$ cat config.mk
export PLATFORM = sky130hd
export DESIGN_NAME = reset_strap_config_select
export DESIGN_NICKNAME = d
export VERILOG_FILES = /design/src/rtl/strap_pkg.sv /design/src/rtl/reset_strap_config_select.sv /design/src/rtl/strap_index_pack.sv
export VERILOG_INCLUDE_DIRS = /design/src /design/src/rtl
export SDC_FILE = /design/constraint.sdc
export NUM_CORES = 1
export LEC_CHECK = 0
export BUFFER_PORTS_ARGS = -buffer_cell sky130_fd_sc_hd__clkbuf_2
export CELL_PAD_IN_SITES_DETAIL_PLACEMENT = 1
export CELL_PAD_IN_SITES_GLOBAL_PLACEMENT = 1
export CORE_MARGIN = 4
export CORE_UTILIZATION = 38
export DETAILED_ROUTE_END_ITERATION = 8
export GPL_TIMING_DRIVEN = 1
export HOLD_SLACK_MARGIN = 0.06
export PLACE_DENSITY_LB_ADDON = 0.05
export REMOVE_ABC_BUFFERS = 1
export SETUP_SLACK_MARGIN = 0.05
export SYNTH_ARGS = -nofsm -noshare
export SYNTH_HDL_FRONTEND = slang
export SYNTH_SLANG_ARGS = --single-unit
$ cat constraint.sdc
create_clock -name clk_sys -period 2 [get_ports clk_sys]
set_input_delay 0.4 -clock clk_sys [delete_from_list [all_inputs] [get_ports clk_sys]]
set_output_delay 0.4 -clock clk_sys [all_outputs]
set_load 0.02 [all_outputs]
$ cat src/rtl/strap_cfg.svh
// Constants for the reset strap capture block
`ifndef STRAP_CFG_SVH
`define STRAP_CFG_SVH
`define STRAP_GPIO_COUNT     16
`define STRAP_PORT_SEL_PIN   9
`define STRAP_HOLD_HIGH_PIN  8
`define STRAP_DEF_SEL_LSB    0
`define STRAP_SEL_MIN_WIDTH  4
`define STRAP_PIN_RESET      16'hFFFF
`define STRAP_INDEX_RESET    16'h000F
`define STRAP_CAPTURE_DELAY  2
`endif

$ cat src/rtl/strap_pkg.sv
// Types shared by the reset strap capture block
package strap_pkg;
  typedef enum logic [1:0] {
    ST_RESET   = 2'b00,
    ST_SYNC    = 2'b01,
    ST_CAPTURE = 2'b11,
    ST_HOLD    = 2'b10
  } strap_state_type;

  // Pin function map from the device information block
  typedef struct packed {
    logic        unprogrammed;
    logic [15:0] sel_mask;
    logic [15:0] eeprom_dis_mask;
    logic [15:0] addr_bit_mask;
  } pin_map_type;

  // Settings derived from the straps
  typedef struct packed {
    logic        port_is_i2c;
    logic        slave_addr_bit_two;
    logic        eeprom_search_en;
    logic [15:0] stored_config_set;
  } strap_settings_type;
endpackage

$ cat src/rtl/reset_strap_config_select.sv
// Captures general-purpose pin straps at master reset release
//
// Behaviour
// - Capture every pin at master reset release; settings come from that capture or a later write.
// - Captured pin 9 low selects SPI, high selects I2C on the auxiliary port.
// - With no select pins assigned, pins 3 to 0 form the index.
// - All four default select pins high selects stored configuration 15.
// - Every pin has a pull-up, so an undriven strap reads one.
// - Lowest assigned select pin is the index LSB, rising in pin order.
// - Fewer than four select pins fill low bits; upper bits are zero.
// - More than four select pins give a wider index.
// - Select, EEPROM-disable and address-bit pin functions come only from the factory device information block; pins 9 and 8 are fixed.
// - Unprogrammed parts ignore select straps and use default strap behaviour.
// - A high captured EEPROM-disable pin stops the start-up EEPROM reads.
// - With no EEPROM-disable pin, the EEPROM search always runs.
// - Any active EEPROM-disable pin among several suppresses the search.
// - With no address-bit pin, slave address bit two is zero.
// - Several address-bit pins: only the highest-numbered one counts.
// - The address-bit strap applies only when the port is I2C.
// - Strap-derived values stay writable by configuration load or host.
// - Without stored configuration, clock outputs off and pins are inputs.
// - Initial configuration comes from straps, stored memory, EEPROM and defaults.
// - A failing checksum on the chosen configuration keeps register defaults.
`timescale 1ns/1ns
`default_nettype none
`include "strap_cfg.svh"
module reset_strap_config_select
  import strap_pkg::*;
(
  // Clock and master reset
  input  wire logic                 clk_sys,
  input  wire logic                 arst_n,
  input  wire logic                 master_reset_low_n,
  // Pins from the board
  input  wire logic [15:0]          gpio_pin_in,
  // Pull-up enables, always on after reset
  output logic      [15:0]          gpio_pullup_en,
  // Pin functions from the device information block
  input  wire pin_map_type          pin_map,
  input  wire logic                 pin_map_valid,
  // Stored configuration load result
  input  wire logic                 cfg_load_done,
  input  wire logic                 cfg_checksum_ok,
  // Overwrite path from configuration load or host
  input  wire logic                 settings_wr,
  input  wire strap_settings_type   settings_wdata,
  // Derived settings
  output strap_settings_type        settings,
  output logic                      straps_valid,
  output logic                      pin8_fault,
  output logic                      use_stored_cfg,
  output logic                      clk_out_en,
  output logic      [15:0]          gpio_as_input
);

  ////////////////////////////////////////////////////////////////////////////
  // Input synchronisers
  logic [15:0] pin_meta_q;
  logic [15:0] pin_sync_q;
  logic        mr_meta_q;
  logic        mr_sync_q;
  logic        mr_prev_q;

  // Pins reset to the pull-up level so no strap looks driven low
  always_ff @(posedge clk_sys or negedge arst_n) begin
    if (!arst_n) begin
      pin_meta_q <= `STRAP_PIN_RESET;
      pin_sync_q <= `STRAP_PIN_RESET;
    end else begin
      pin_meta_q <= gpio_pin_in;
      pin_sync_q <= pin_meta_q;
    end
  end

  // Master reset resets to held, so a pin already released at
  // power-up still gives one rising edge to capture on
  always_ff @(posedge clk_sys or negedge arst_n) begin
    if (!arst_n) begin
      mr_meta_q <= 1'b0;
      mr_sync_q <= 1'b0;
      mr_prev_q <= 1'b0;
    end else begin
      mr_meta_q <= master_reset_low_n;
      mr_sync_q <= mr_meta_q;
      mr_prev_q <= mr_sync_q;
    end
  end

  // Pin and reset pass the same two stages, so the capture is aligned
  wire mr_rise = mr_sync_q && !mr_prev_q;
  // Held phase of master reset, seen through the same two stages
  wire mr_held = !mr_sync_q;

  ////////////////////////////////////////////////////////////////////////////
  // Capture sequence
  strap_state_type state_q;
  strap_state_type state_d;
  logic [15:0]     cap_q;
  logic            pin8_fault_q;
  logic            pin8_fault_d;

  always_comb begin
    state_d = state_q;
    case (state_q)
      ST_RESET: begin
        // Arm only once the pin has been seen held
        state_d = mr_held ? ST_SYNC : ST_RESET;
      end
      ST_SYNC: begin
        state_d = mr_rise ? ST_CAPTURE : ST_SYNC;
      end
      ST_CAPTURE: begin
        // One cycle for the map and the packing to settle
        state_d = ST_HOLD;
      end
      ST_HOLD: begin
        // A new hold of master reset re-arms the capture
        state_d = mr_held ? ST_SYNC : ST_HOLD;
      end
      default: begin
        state_d = ST_RESET;
      end
    endcase
  end

  // Low pin 8 while reset is held is flagged, not acted upon
  wire pin8_low_held = mr_held && !pin_sync_q[`STRAP_HOLD_HIGH_PIN];
  // Raising the flag wins over the clear at the release edge
  always_comb begin
    if (pin8_low_held) begin
      pin8_fault_d = 1'b1;
    end else if (mr_rise) begin
      pin8_fault_d = 1'b0;
    end else begin
      pin8_fault_d = pin8_fault_q;
    end
  end

  always_ff @(posedge clk_sys or negedge arst_n) begin
    if (!arst_n) begin
      state_q <= ST_RESET;
    end else begin
      state_q <= state_d;
    end
  end

  always_ff @(posedge clk_sys or negedge arst_n) begin
    if (!arst_n) begin
      pin8_fault_q <= 1'b0;
    end else begin
      pin8_fault_q <= pin8_fault_d;
    end
  end

  // Capture only on the release edge; later pin activity is ignored
  wire [15:0] cap_d = mr_rise ? pin_sync_q : cap_q;
  always_ff @(posedge clk_sys or negedge arst_n) begin
    if (!arst_n) begin
      cap_q <= `STRAP_PIN_RESET;
    end else begin
      cap_q <= cap_d;
    end
  end

  assign pin8_fault = pin8_fault_q;
  assign gpio_pullup_en = `STRAP_PIN_RESET;

  ////////////////////////////////////////////////////////////////////////////
  // Function map
  // An unprogrammed or absent map means every strap uses its default
  wire         map_used   = pin_map_valid && !pin_map.unprogrammed;
  wire [15:0]  sel_mask   = map_used ? pin_map.sel_mask : 16'h0000;
  wire [15:0]  dis_mask   = map_used ? pin_map.eeprom_dis_mask : 16'h0000;
  wire [15:0]  addr_mask  = map_used ? pin_map.addr_bit_mask : 16'h0000;
  wire         sel_none   = (sel_mask == 16'h0000);
  wire [15:0]  def_mask   = 16'h000F << `STRAP_DEF_SEL_LSB;
  wire [15:0]  eff_sel    = sel_none ? def_mask : sel_mask;

  ////////////////////////////////////////////////////////////////////////////
  // Index packing
  logic [15:0] packed_index;

  // Any count of pins packs densely; four defaults all high give 15
  strap_index_pack u_pack (
    .pins  (cap_q),
    .mask  (eff_sel),
    .index (packed_index)
  );

  ////////////////////////////////////////////////////////////////////////////
  // Address bit: highest assigned pin wins
  logic [16:0] addr_hit;
  logic [16:0] addr_val;
  assign addr_hit[0] = 1'b0;
  assign addr_val[0] = 1'b0;
  genvar g;
  generate
    for (g = 0; g < 16; g = g + 1) begin : g_addr
      assign addr_hit[g+1] = addr_hit[g] | addr_mask[g];
      assign addr_val[g+1] = addr_mask[g] ? cap_q[g] : addr_val[g];
    end
  endgenerate

  wire port_i2c = cap_q[`STRAP_PORT_SEL_PIN];
  // No assigned pin or SPI port leaves the bit at zero
  wire addr_bit = port_i2c && addr_hit[16] && addr_val[16];
  // Any active disable pin stops the search; none leaves it on
  wire eeprom_off = |(dis_mask & cap_q);

  strap_settings_type derived;
  assign derived.port_is_i2c        = port_i2c;
  assign derived.slave_addr_bit_two = addr_bit;
  assign derived.eeprom_search_en   = !eeprom_off;
  assign derived.stored_config_set  = packed_index;

  ////////////////////////////////////////////////////////////////////////////
  // Settings register
  strap_settings_type settings_q;
  strap_settings_type settings_d;
  logic               valid_q;
  logic               valid_d;
  logic               load_q;
  logic               load_d;

  // Derivation waits one cycle after capture so the map settles.
  // Straps win over a write in that cycle; the write is lost there,
  // a limitation accepted to keep the capture atomic.
  wire take_capture = (state_q == ST_CAPTURE);
  wire take_write   = settings_wr && !take_capture;

  always_comb begin
    if (take_capture) begin
      settings_d = derived;
    end else if (take_write) begin
      settings_d = settings_wdata;
    end else begin
      settings_d = settings_q;
    end
  end

  // Valid rises at the first capture and then stays
  assign valid_d = valid_q || take_capture;

  always_ff @(posedge clk_sys or negedge arst_n) begin
    if (!arst_n) begin
      settings_q <= '{port_is_i2c: 1'b1, slave_addr_bit_two: 1'b0,
                      eeprom_search_en: 1'b1,
                      stored_config_set: `STRAP_INDEX_RESET};
    end else begin
      settings_q <= settings_d;
    end
  end

  always_ff @(posedge clk_sys or negedge arst_n) begin
    if (!arst_n) begin
      valid_q <= 1'b0;
    end else begin
      valid_q <= valid_d;
    end
  end

  ////////////////////////////////////////////////////////////////////////////
  // Stored configuration result
  // A good checksum selects the stored set; a bad one keeps defaults.
  // A result in the capture cycle is dropped along with the old straps.
  always_comb begin
    if (take_capture) begin
      load_d = 1'b0;
    end else if (cfg_load_done) begin
      load_d = cfg_checksum_ok;
    end else begin
      load_d = load_q;
    end
  end

  always_ff @(posedge clk_sys or negedge arst_n) begin
    if (!arst_n) begin
      load_q <= 1'b0;
    end else begin
      load_q <= load_d;
    end
  end

  assign settings       = settings_q;
  assign straps_valid   = valid_q;
  assign use_stored_cfg = load_q;
  // Defaults without a stored configuration: outputs off, pins as inputs
  assign clk_out_en     = load_q;
  assign gpio_as_input  = load_q ? 16'h0000 : 16'hFFFF;

endmodule
`default_nettype wire

$ cat src/rtl/strap_index_pack.sv
// Packs masked captured pins into a dense selection index
`timescale 1ns/1ns
`default_nettype none
module strap_index_pack
  import strap_pkg::*;
(
  // Captured pins and the selection mask
  input  wire logic [15:0] pins,
  input  wire logic [15:0] mask,
  // Packed index, lowest assigned pin at bit 0
  output logic      [15:0] index
);
  // Prefix count of assigned pins below each pin gives its index bit
  logic [4:0] pos [0:16];
  logic [15:0] part [0:16];
  assign pos[0] = 5'd0;
  assign part[0] = 16'h0000;
  genvar g;
  generate
    for (g = 0; g < 16; g = g + 1) begin : g_pack
      assign pos[g+1] = pos[g] + {4'h0, mask[g]};
      assign part[g+1] = part[g] |
        ((mask[g] && pins[g]) ? (16'h0001 << pos[g][3:0]) : 16'h0000);
    end
  endgenerate
  // Unfilled upper bits stay zero
  assign index = part[16];
endmodule
`default_nettype wire

======== Word-level counts from Yosys, hierarchy flattened ========
Index checks and enable logic that the tools add are counted.
Widths: inputs -> output; s select.
cells by class
  equal/unequal tests ..................... 3
  order comparisons ....................... 0
  bitwise gates (word level) .............. 31
  $mul .................................... 0
  muxes and demuxes ....................... 47
  shift operators ......................... 15
  reduce and logical (&&, ||, !) cells .... 35
  divide/modulo/power cells ............... 0
  add/sub/neg operators ................... 14
operators with widths
  cell                  count
  $mux 16               20
  $or 16x16->16         15
  $shl 1x4->16 const A  14
  $add 4x1->4           13
  $mux 19               2
  $logic_and 1x1->1     22
  $mux 1                22
  $and 16x16->16        1
  $logic_not 16->1      1
  $reduce_or 16->1      1
  $shl 1x1->16 const A  1
  $or 1x1->1            15
  $pmux 2 s4            1
  $logic_not 1->1       6
  $reduce_bool 2->1     3
  $eq 2x2->1 const B    2
  $mux 2                2
  $add 1x1->2           1
  $eq 2x1->1 const B    1
  $logic_not 2->1       1
  $logic_or 1x1->1      1
storage, ports and cells
  latch bits .............................. 0
  bits of input ports ..................... 91
  bits in registers ....................... 75
  bits in writable memories ............... 0
  memory bits (read-only) ................. 0
  word-level logic and storage cells ...... 159
  output and inout bits ................... 55
  memories kept ........................... 0

======== Depth between registers and ports, before layout ========
Gate-level depths: netlist (run 1).
  depth in word-level cells ............... 23
  mapped depth ............................ 31

======== By module ========
From an unflattened synthesis (run 1), not the netlist that was laid out.
unflattened totals
  cells, all modules ...................... 853
  area, all modules ....................... 7,206.9 sq um
modules (own cells, without submodules)
  module                     cells each  sequential area each (sq um)  times used  area each (sq um)
  strap_index_pack           569         0.0                           1           3,868.7
  reset_strap_config_select  284         1,944.4                       1           3,338.2

======== Least setup slack after synthesis (run 1) ========
No wires, ideal clock.
  path type ............................... input to register
  start ................................... in pin_map_valid
  end ..................................... reg settings_q (netlist bit settings[11])
  path slack .............................. -6.156 ns
  data arrival time ....................... 8.035 ns
  stages on the path ...................... 30
  path buffers ............................ 4
  path through ............................ nor2b_1 clkbuf_1 clkbuf_1 clkbuf_1 nand2_1 ha_1 nor4b_1 a41oi_1 nand2b_1 nand2_1 ha_1 ha_1 fa_1 ha_1 ha_1 ha_1 ha_1 ha_1 ha_1 ha_1 ha_1 ha_1 nand2_1 mux2i_1 o22a_1 buf_2 xnor3_1 a311oi_2 o2111ai_1 a22o_1
between the ends
  cells in the longest elaborated chain, start to end .. 22
RTL lines
  element                                                   line                                            source
  start, declared                                           reset_strap_config_select.sv:40                 input wire logic pin_map_valid,
  $logic_and 1x1->1 (*)                                     reset_strap_config_select.sv:171                wire map_used = pin_map_valid && !pin_map.unprogrammed;
  $mux 16 (*)                                               reset_strap_config_select.sv:172                wire [15:0] sel_mask = map_used ? pin_map.sel_mask : 16'h0000;
  $logic_not 16->1                                          reset_strap_config_select.sv:175                wire sel_none = (sel_mask == 16'h0000);
  $mux 16 (*)                                               reset_strap_config_select.sv:177                wire [15:0] eff_sel = sel_none ? def_mask : sel_mask;
  $add 1x1->2, or another cell as far along                 strap_index_pack.sv:21                          assign pos[g+1] = pos[g] + {4'h0, mask[g]};
  $add 4x1->4, or another cell as far along (13 in series)  strap_index_pack.sv:21
  $shl 1x4->16, or another cell as far along                strap_index_pack.sv:23                          ((mask[g] && pins[g]) ? (16'h0001 << pos[g][3:0]) : 16'h0000);
  $mux 16 / $or 16x16->16 (equally long branches)           strap_index_pack.sv:23, strap_index_pack.sv:22
  $or 16x16->16 (*)                                         strap_index_pack.sv:22                          assign part[g+1] = part[g] |
  $mux 19 (*)                                               reset_strap_config_select.sv:232                if (take_capture) begin
  end signal, assigned                                      reset_strap_config_select.sv:246                settings_q <= '{port_is_i2c: 1'b1, slave_addr_bit_two: 1'b0,
  end signal, assigned                                      reset_strap_config_select.sv:250                settings_q <= settings_d;
  end, declared                                             reset_strap_config_select.sv:218                strap_settings_type settings_q;
Every way passes the cells marked *; elsewhere a longest branch is shown, timed or not.
A chain may end at the register's enable or synchronous reset.

======== Worst setup path in the final report (run 1) ========
  start ................................... in pin_map[36] in the netlist's numbering
  end ..................................... reg settings_q (netlist bit settings[0])
between the ends
  cells in the longest elaborated chain, start to end .. 21
RTL lines
  element                                                   line                                            source
  start, declared                                           reset_strap_config_select.sv:39                 input wire pin_map_type pin_map,
  $mux 16 (*)                                               reset_strap_config_select.sv:172
  $logic_not 16->1                                          reset_strap_config_select.sv:175
  $mux 16 (*)                                               reset_strap_config_select.sv:177
  $add 1x1->2, or another cell as far along                 strap_index_pack.sv:21
  $add 4x1->4, or another cell as far along (13 in series)  strap_index_pack.sv:21
  $shl 1x4->16, or another cell as far along                strap_index_pack.sv:23
  $mux 16 / $or 16x16->16 (equally long branches)           strap_index_pack.sv:23, strap_index_pack.sv:22
  $or 16x16->16 (*)                                         strap_index_pack.sv:22
  $mux 19 (*)                                               reset_strap_config_select.sv:232
Marked as above.

==> run_results.csv, run 1 <==
group,metric,value,unit
placement,placed_cells_incl_taps,1414,
floorplan,fp.coreArea,18000,um^2
pwr,power_switching,6.92,mW
pwr,pwr-share-clk,0.117,
critical_path,path_max_fanout,6,
finish,area_growth,63.3,%
sta,period_needed,6.51,ns
floorplan,dieArea,20500,um^2
synth,synth-edff-count,0,
critical_path,required,2.26,ns
placement,io_buffer_count,129,
critical_path,crit_buf_inv,4,
finish,diodes,0,
pwr,p_int,7.44,mW
global_routing,overflow,0,
pwr,p_sw_frac,0.482,
global_routing,grt_max_degree,36,
floorplan,io_pins,146,
global_routing,grt_pass1_wl,57900,um
sta,fmax,0.154,GHz
route,viasPerCell,6.49,
route,wl_per_cell,28.9,um
floorplan,die_h,143,um
critical_path,cp-start-kind,"input pin",
clock_network,clkTransAtPathRegs,0.07,ns
route,drtAntennaViolNets,0,
global_routing,grtUsageTotal,0.368,
synth,synth_cell_types,81,
clock_network,cts-root-buf,"clkbuf_16",
clock_network,clk_path_buf_depth,2,
route,vias,9514,
synth,synth.avg_cell_area,8.51,um^2
critical_path,arrival,6.77,ns
finish,drive_gt1_frac,0.539,
global_routing,grt_pass1_vias,9868,
critical_path,crit_family,"adder cells",
flow_run,cap_violations,0,
route,post-route-drc-count,0,
synth,ys_seq_area_frac,0.279,
sta,clock_skew,0.00929,ns
route,drt-total-wl,42400,um
sta,hold_viol_final,0,
synth,ys_ff_latch,75,
route,drt_iter0_drc,818,
pwr,leakagePower,4.96,nW
pwr,peakVddDrop,0.00100,V
sta,worst_slack,-4.51,ns
placement,hpwl,27100,um
clock_network,clkLatencyLatePin,0.35,ns
critical_path,critPathSlowestCell,"fa_2",
finish,fillers,2074,
sta,setup_viol,17,
route,dr.pass1.iters,6,
finish,final_nets,1350,
synth,yosysWarnings,0,
critical_path,crit_type,"input pin to register",
sta,rsz0062_at_grt,"true",
critical_path,critPathMaxStageDelay,0.59,ns
clock_network,htreeDepth,3,
placement,place_congestion,1.02,
floorplan,die_x,143,um
clock_network,cts_tree,"done",
sta,tightest_slew,0.969,ns
sta,timing.final.crit_share,3.25,
floorplan,start_util,0.387,
sta,fin_setup_tns,-70.80,ns
sta,relSlewSlack,0.352,
synth,syn_inst,818,
pwr,seq_power_share,0.155,
synth,async_reset_ff_frac,1.00,
sta,maxSlewViolCount,0,
hold_path,hold_class,"input pin to register",
pwr,combPwrFrac,0.729,
pwr,power.density,1260,nW/um^2
clock_network,clock_sinks,75,
finish,fin_util,0.633,
finish,final_cells,1466,
run_status,violations,"negative setup slack",
floorplan,rows,49,
clock_network,cts_made_buffers,9,
run_status,status,"complete, but fails checks",
synth,synthFlopType,"dfstp_2",
critical_path,crit_top_cell,"ha_4",
synth,syn-cell-area,6960,um^2
global_routing,antenna_found_initial,0,
critical_path,endpoint_kind,"register",
[routing by layer]
layer,track usage,up-vias,wire (um)
met1,0.430,4645,15500
met2,0.659,708,20300
met4,0.181,0,3290
met3,0.0526,273,3350
met5,0,-,0
li1,-,3888,-
[state kept, by name, summed over array words and instances (netlist names)]
register      cells
settings         19
cap_q            16
pin_meta_q       16
pin_sync_q       16
state_q           2
clk_out_en        1
mr_meta_q         1
mr_prev_q         1
mr_sync_q         1
pin8_fault        1
straps_valid      1
[area by class of cell]
type | count | area, um^2 | share of cell area
Clock buffer | 9 | 225 | 0.0198
Timing Repair Buffer | 454 | 3260 | 0.287
Inverter | 16 | 60.1 | 0.00528
Sequential cell | 75 | 1940 | 0.171
Multi-Input combinational cell | 676 | 5520 | 0.486
Tap cell | 229 | 287 | 0.0252
Clock inverter | 7 | 73.8 | 0.00649
[through the flow]
step / hold WS [ns] / power (mW) / setup slack [ns] / area (um^2)
floorplan: 0.104 / 5.87 / -6.61 / 6640
global placement: 0.340 / 9.74 / -5.30 / 9780
detailed placement: 0.348 / 9.98 / -5.71 / 9780
CTS: 0.128 / 13.1 / -4.05 / 11100
global route: 0.116 / 14.8 / -4.55 / 11400
finish: 0.129 / 14.4 / -4.51 / 11400
[what timing repair did]
action | in CTS | in global routing
endpoints found under the setup margin | 17 | 17
endpoints found under the hold margin | 15 | 0
resized for setup | 133 | 37
pin swaps | 66 | 41
hold buffers | 1 | 0
cloned | 0 | 1
setup buffers | 21 | 17
[worst register-to-register path, stage by stage, from the launching register on]
cell       delay [ns]
dfstp_2          0.39
and3_1           0.16
nand3_1          0.17
o32ai_1          0.15
nor3_1           0.25
o21ai_0          0.17
a2111oi_1        0.66
buf_4            0.22
nand2_1          0.11
o41ai_2          0.49
nand3_1          0.14
[Yosys cell counts (all sizes together), types with 11 or more instances]
master	n	share of area
inv	16	0.0086
o21ai	24	0.017
clkbuf	24	0.013
and2	17	0.015
a31oi	12	0.011
nor3	54	0.039
and3	16	0.014
a211oi	11	0.012
xnor2	38	0.060
nand4	20	0.018
dfstp	54	0.20
nor4	12	0.011
nand2	104	0.056
a221oi	12	0.015
nand3	49	0.037
nand2b	12	0.011
dfrtp	21	0.075
nor2	47	0.026
a21oi	32	0.023
buf	42	0.042
ha	26	0.047
mux2	12	0.019
[final timing paths]
path	slack [ns]	depth (start not counted)	start	endpoint
worst min register to register	0.36	0	pin_meta_q[6]	pin_sync_q[6]
min in group asynchronous	0.55	2	arst_n	settings[9]
worst min-delay path	0.13	1	gpio_pin_in[3]	pin_meta_q[3]
worst max register to register	-1.07	10	cap_q[4]	settings[4]
max in group asynchronous	0.79	3	arst_n	pin_sync_q[8]
worst max-delay path	-4.51	26	pin_map[36]	settings[0]
[power groups by stage]
stage | Combinational, mW | Sequential [mW] | Clock [mW]
finish | 10.5 | 2.22 | 1.67
global route | 10.8 | 2.24 | 1.76
CTS | 9.26 | 2.18 | 1.66
detailed placement | 7.79 | 2.19 | 0
global placement | 7.57 | 2.17 | 0
floorplan | 3.47 | 2.40 | 0
[cell families (layout without fill, tap and decap cells)]
family / count (synthesis) / count (layout) / share of synthesized area
compound gates: 185 / 185 / 0.197
xor+xnor: 58 / 58 / 0.113
fa+ha+maj: 27 / 27 / 0.0496
buf+inv: 82 / 486 / 0.0635
flops: 75 / 75 / 0.279
mux: 20 / 20 / 0.0309
other cells: 1 / 16 / 0.000539
simple gates: 370 / 370 / 0.266
[layout by cell type (no fill, tap or decap), drive strengths merged, types with 11 or more instances in the layout]
master  count
mux2       12
and3       16
nor2       47
nand4      20
dfstp      54
a31oi      12
nor4       12
ha         26
inv        22
nand2     104
dfrtp      21
conb       16
xnor2      38
clkbuf    137
o21ai      24
buf       325
nand3      49
and2       17
a21oi      32
a211oi     11
a221oi     12
nand2b     12
nor3       54
(Power assumes the default switching activity.)
==> run 2: changes to the inputs <==
ABC_AREA = 1   (was not set)
CORE_MARGIN = 10   (was 4)
CORE_UTILIZATION = 35   (was 38)
==> run 2 against run 1 <==
Effect of this change: the run still ends with negative setup slack left; non-clock buffer count down 106; worst hold slack gained 0.014 ns; largest cell class unchanged; first-iteration DRC count decreased by 23%; worst setup slack better by 0.93 ns; critical endpoint is now settings[1]; critical path type unchanged.
==> run_results.csv, run 2 <==
group,metric,value,unit
run_status,status,"complete, but fails checks",
run_status,violations,"negative setup slack",
global_routing,grt_max_degree,34,
floorplan,die_x,165,um
critical_path,cp-startpoint,"pin_map_valid",
sta,timing.final.crit_share,2.79,
pwr,p_int,5.84,mW
synth,async_reset_ff_frac,1.00,
sta,clock_skew,0.0104,ns
clock_network,clkTransAtPathRegs,0.06,ns
clock_network,cts-root-buf,"clkbuf_16",
critical_path,r2r_start,"state_q[0]",
critical_path,arrival,5.86,ns
sta,rsz0062_at_grt,"true",
floorplan,rows,52,
clock_network,clk_path_buf_depth,2,
route,dr.pass1.iters,5,
critical_path,cp-start-kind,"input pin",
finish,final_nets,1608,
finish,final_common_cell,"nand2_1",
sta,worst_slack,-3.58,ns
global_routing,antenna_found_initial,1,
synth,ys_top_cells_by_count,"294 x nand2_1, 195 x nor2_1, 180 x nand3_1",
route,viasPerCell,5.10,
clock_network,clkLatencyLatePin,0.33,ns
synth,post-synth-top-count-cell,"nand2_1",
critical_path,crit_top_cell,"ha_4",
placement,place_congestion,0.940,
global_routing,grt_pass1_vias,9743,
synth,yosys.area.top_type,"dfstp_2",
critical_path,crit_type,"input pin to register",
sta,period_needed,5.58,ns
pwr,combPwrFrac,0.631,
finish,fillers,2753,
route,vias,9006,
route,wl_per_cell,18.3,um
finish,multiInputGateArea,5250,um^2
critical_path,critPathSlowestCell,"fa_2",
pwr,peakVddDrop,0.000744,V
hold_path,hold_class,"input pin to register",
route,drt_iter0_drc,630,
synth,syn_inst,1165,
sta,hold_viol_final,0,
global_routing,grt_pass1_wl,50800,um
clock_network,cts_made_buffers,9,
synth,synth.avg_cell_area,6.30,um^2
pwr,pwr-share-clk,0.170,
floorplan,start_util,0.359,
finish,final_cell_mix,"286 x nand2_1, 213 x buf_4, 169 x nand3_1",
global_routing,grtUsageTotal,0.236,
clock_network,cts_tree,"done",
floorplan,dieArea,27200,um^2
pwr,power.density,1010,nW/um^2
synth,synthFlopType,"dfstp_2",
pwr,power_switching,4.93,mW
sta,fin_setup_tns,-55.73,ns
clock_network,clock_sinks,75,
floorplan,die_h,165,um
floorplan,io_pins,146,
placement,pre_cts_slack,-4.80,ns
placement,hpwl,27000,um
finish,area_growth,45.9,%
hold_path,min_from,"gpio_pin_in[1]",
synth,synth_cell_types,42,
floorplan,fp.coreArea,20400,um^2
finish,seqCellArea,1940,um^2
synth,synth-edff-count,0,
route,drtAntennaViolNets,0,
synth,yosysWarnings,0,
critical_path,path_max_fanout,8,
finish,largest_reg_flops,19,
synth,ys_seq_area_frac,0.265,
pwr,seq_power_share,0.199,
synth,netlist.area_leader.share,0.193,
placement,io_buffer_count,129,
flow_run,cap_violations,0,
synth,synth_area_leaders,"dfstp_2 19%, nand2_1 15%, nand3_1 12%",
finish,drive_gt1_frac,0.388,
synth,syn-cell-area,7340,um^2
route,post-route-drc-count,0,
critical_path,required,2.28,ns
pwr,leakagePower,5.12,nW
route,drt-total-wl,32300,um
synth,ys_ff_latch,75,
sta,setup_viol,17,
critical_path,critPathMaxStageDelay,0.60,ns
global_routing,overflow,0,
critical_path,endpoint_kind,"register",
pwr,p_sw_frac,0.458,
clock_network,htreeDepth,3,
sta,fmax,0.179,GHz
sta,maxSlewViolCount,0,
-- run 2: per-layer routing --
layer,vias to the layer above,part of all wire,routed length [um],track usage
li1,4445,-,-,-
met3,37,0.047,1510,0.0398
met1,4307,0.45,14500,0.300
met2,217,0.49,15700,0.402
met4,0,0.017,545,0.0652
met5,-,0,0,0
-- run 2: final timing paths --
check	end	slack [ns]	cells past startpoint
setup reg to reg	settings[11]	-0.40	13
max in group asynchronous	cap_q[9]	0.85	3
hold / removal	pin_meta_q[1]	0.14	1
hold reg to reg	pin_sync_q[0]	0.35	0
setup / recovery	settings[1]	-3.58	31
min in group asynchronous	settings[7]	0.54	2
-- run 2: cells by family after synthesis --
family                     after synthesis  synth area share
and+or+nand+nor                        796             0.498
other                                    1          0.000511
buffers and inverters                  169             0.106
xor gates and xnor gates                 2           0.00648
AOI/OAI and AO/OA                       95            0.0769
adders and majority gates               27            0.0470
DFF                                     75             0.265
-- run 2: critical path, delay by kind of cell --
| family | cells | cell delay, ns |
|---|---|---|
| AND/OR/NAND/NOR | 12 | 1.04 |
| buffers and inverters | 4 | 0.37 |
| XOR/XNOR | 1 | 0.49 |
| adder cells (fa/ha/maj) | 14 | 3.52 |
-- run 2: through the flow --
| step | instances | instance area, um^2 | utilization | hold WS [ns] | power [mW] |
|---|---|---|---|---|---|
| 6_report | 1766 | 10700 | 0.524 | 0.143 | 10.8 |
| 2_1_floorplan | 1131 | 7080 | - | 0.104 | 5.27 |
| 3_5_place_dp | 1738 | 9660 | 0.473 | 0.347 | 8.18 |
| 4_1_cts | 1762 | 10600 | 0.517 | 0.131 | 10.7 |
| 3_3_place_gp | 1738 | 9660 | 0.473 | 0.338 | 8.06 |
| 5_1_grt | 1766 | 10700 | 0.524 | 0.129 | 11.5 |
-- run 2: area by class of cell --
| type | instances | share of cell area |
|---|---|---|
| Clock inverter | 6 | 0.00888 |
| Multi-Input combinational cell | 936 | 0.490 |
| Tap cell | 270 | 0.0315 |
| Timing Repair Buffer | 348 | 0.221 |
| Inverter | 120 | 0.0430 |
| Clock buffer | 10 | 0.0234 |
| Sequential cell | 75 | 0.182 |
| Antenna cell | 1 | 0.000234 |
-- run 2: power by group through the flow --
stage	clock, mW	combinational (mW)	sequential (mW)
after floorplan	0	2.92	2.35
after global routing	1.95	7.40	2.17
after CTS	1.88	6.70	2.14
after global placement	0	5.91	2.15
after detailed placement	0	6.03	2.15
final	1.84	6.80	2.14
-- run 2: timing repair --
item	in CTS	in global routing
endpoints found under the setup margin	17	18
hold buffers	1	0
gates resized for setup	81	32
gates cloned	1	0
pin swaps	33	29
endpoints found under the hold margin	10	0
setup buffers	6	3
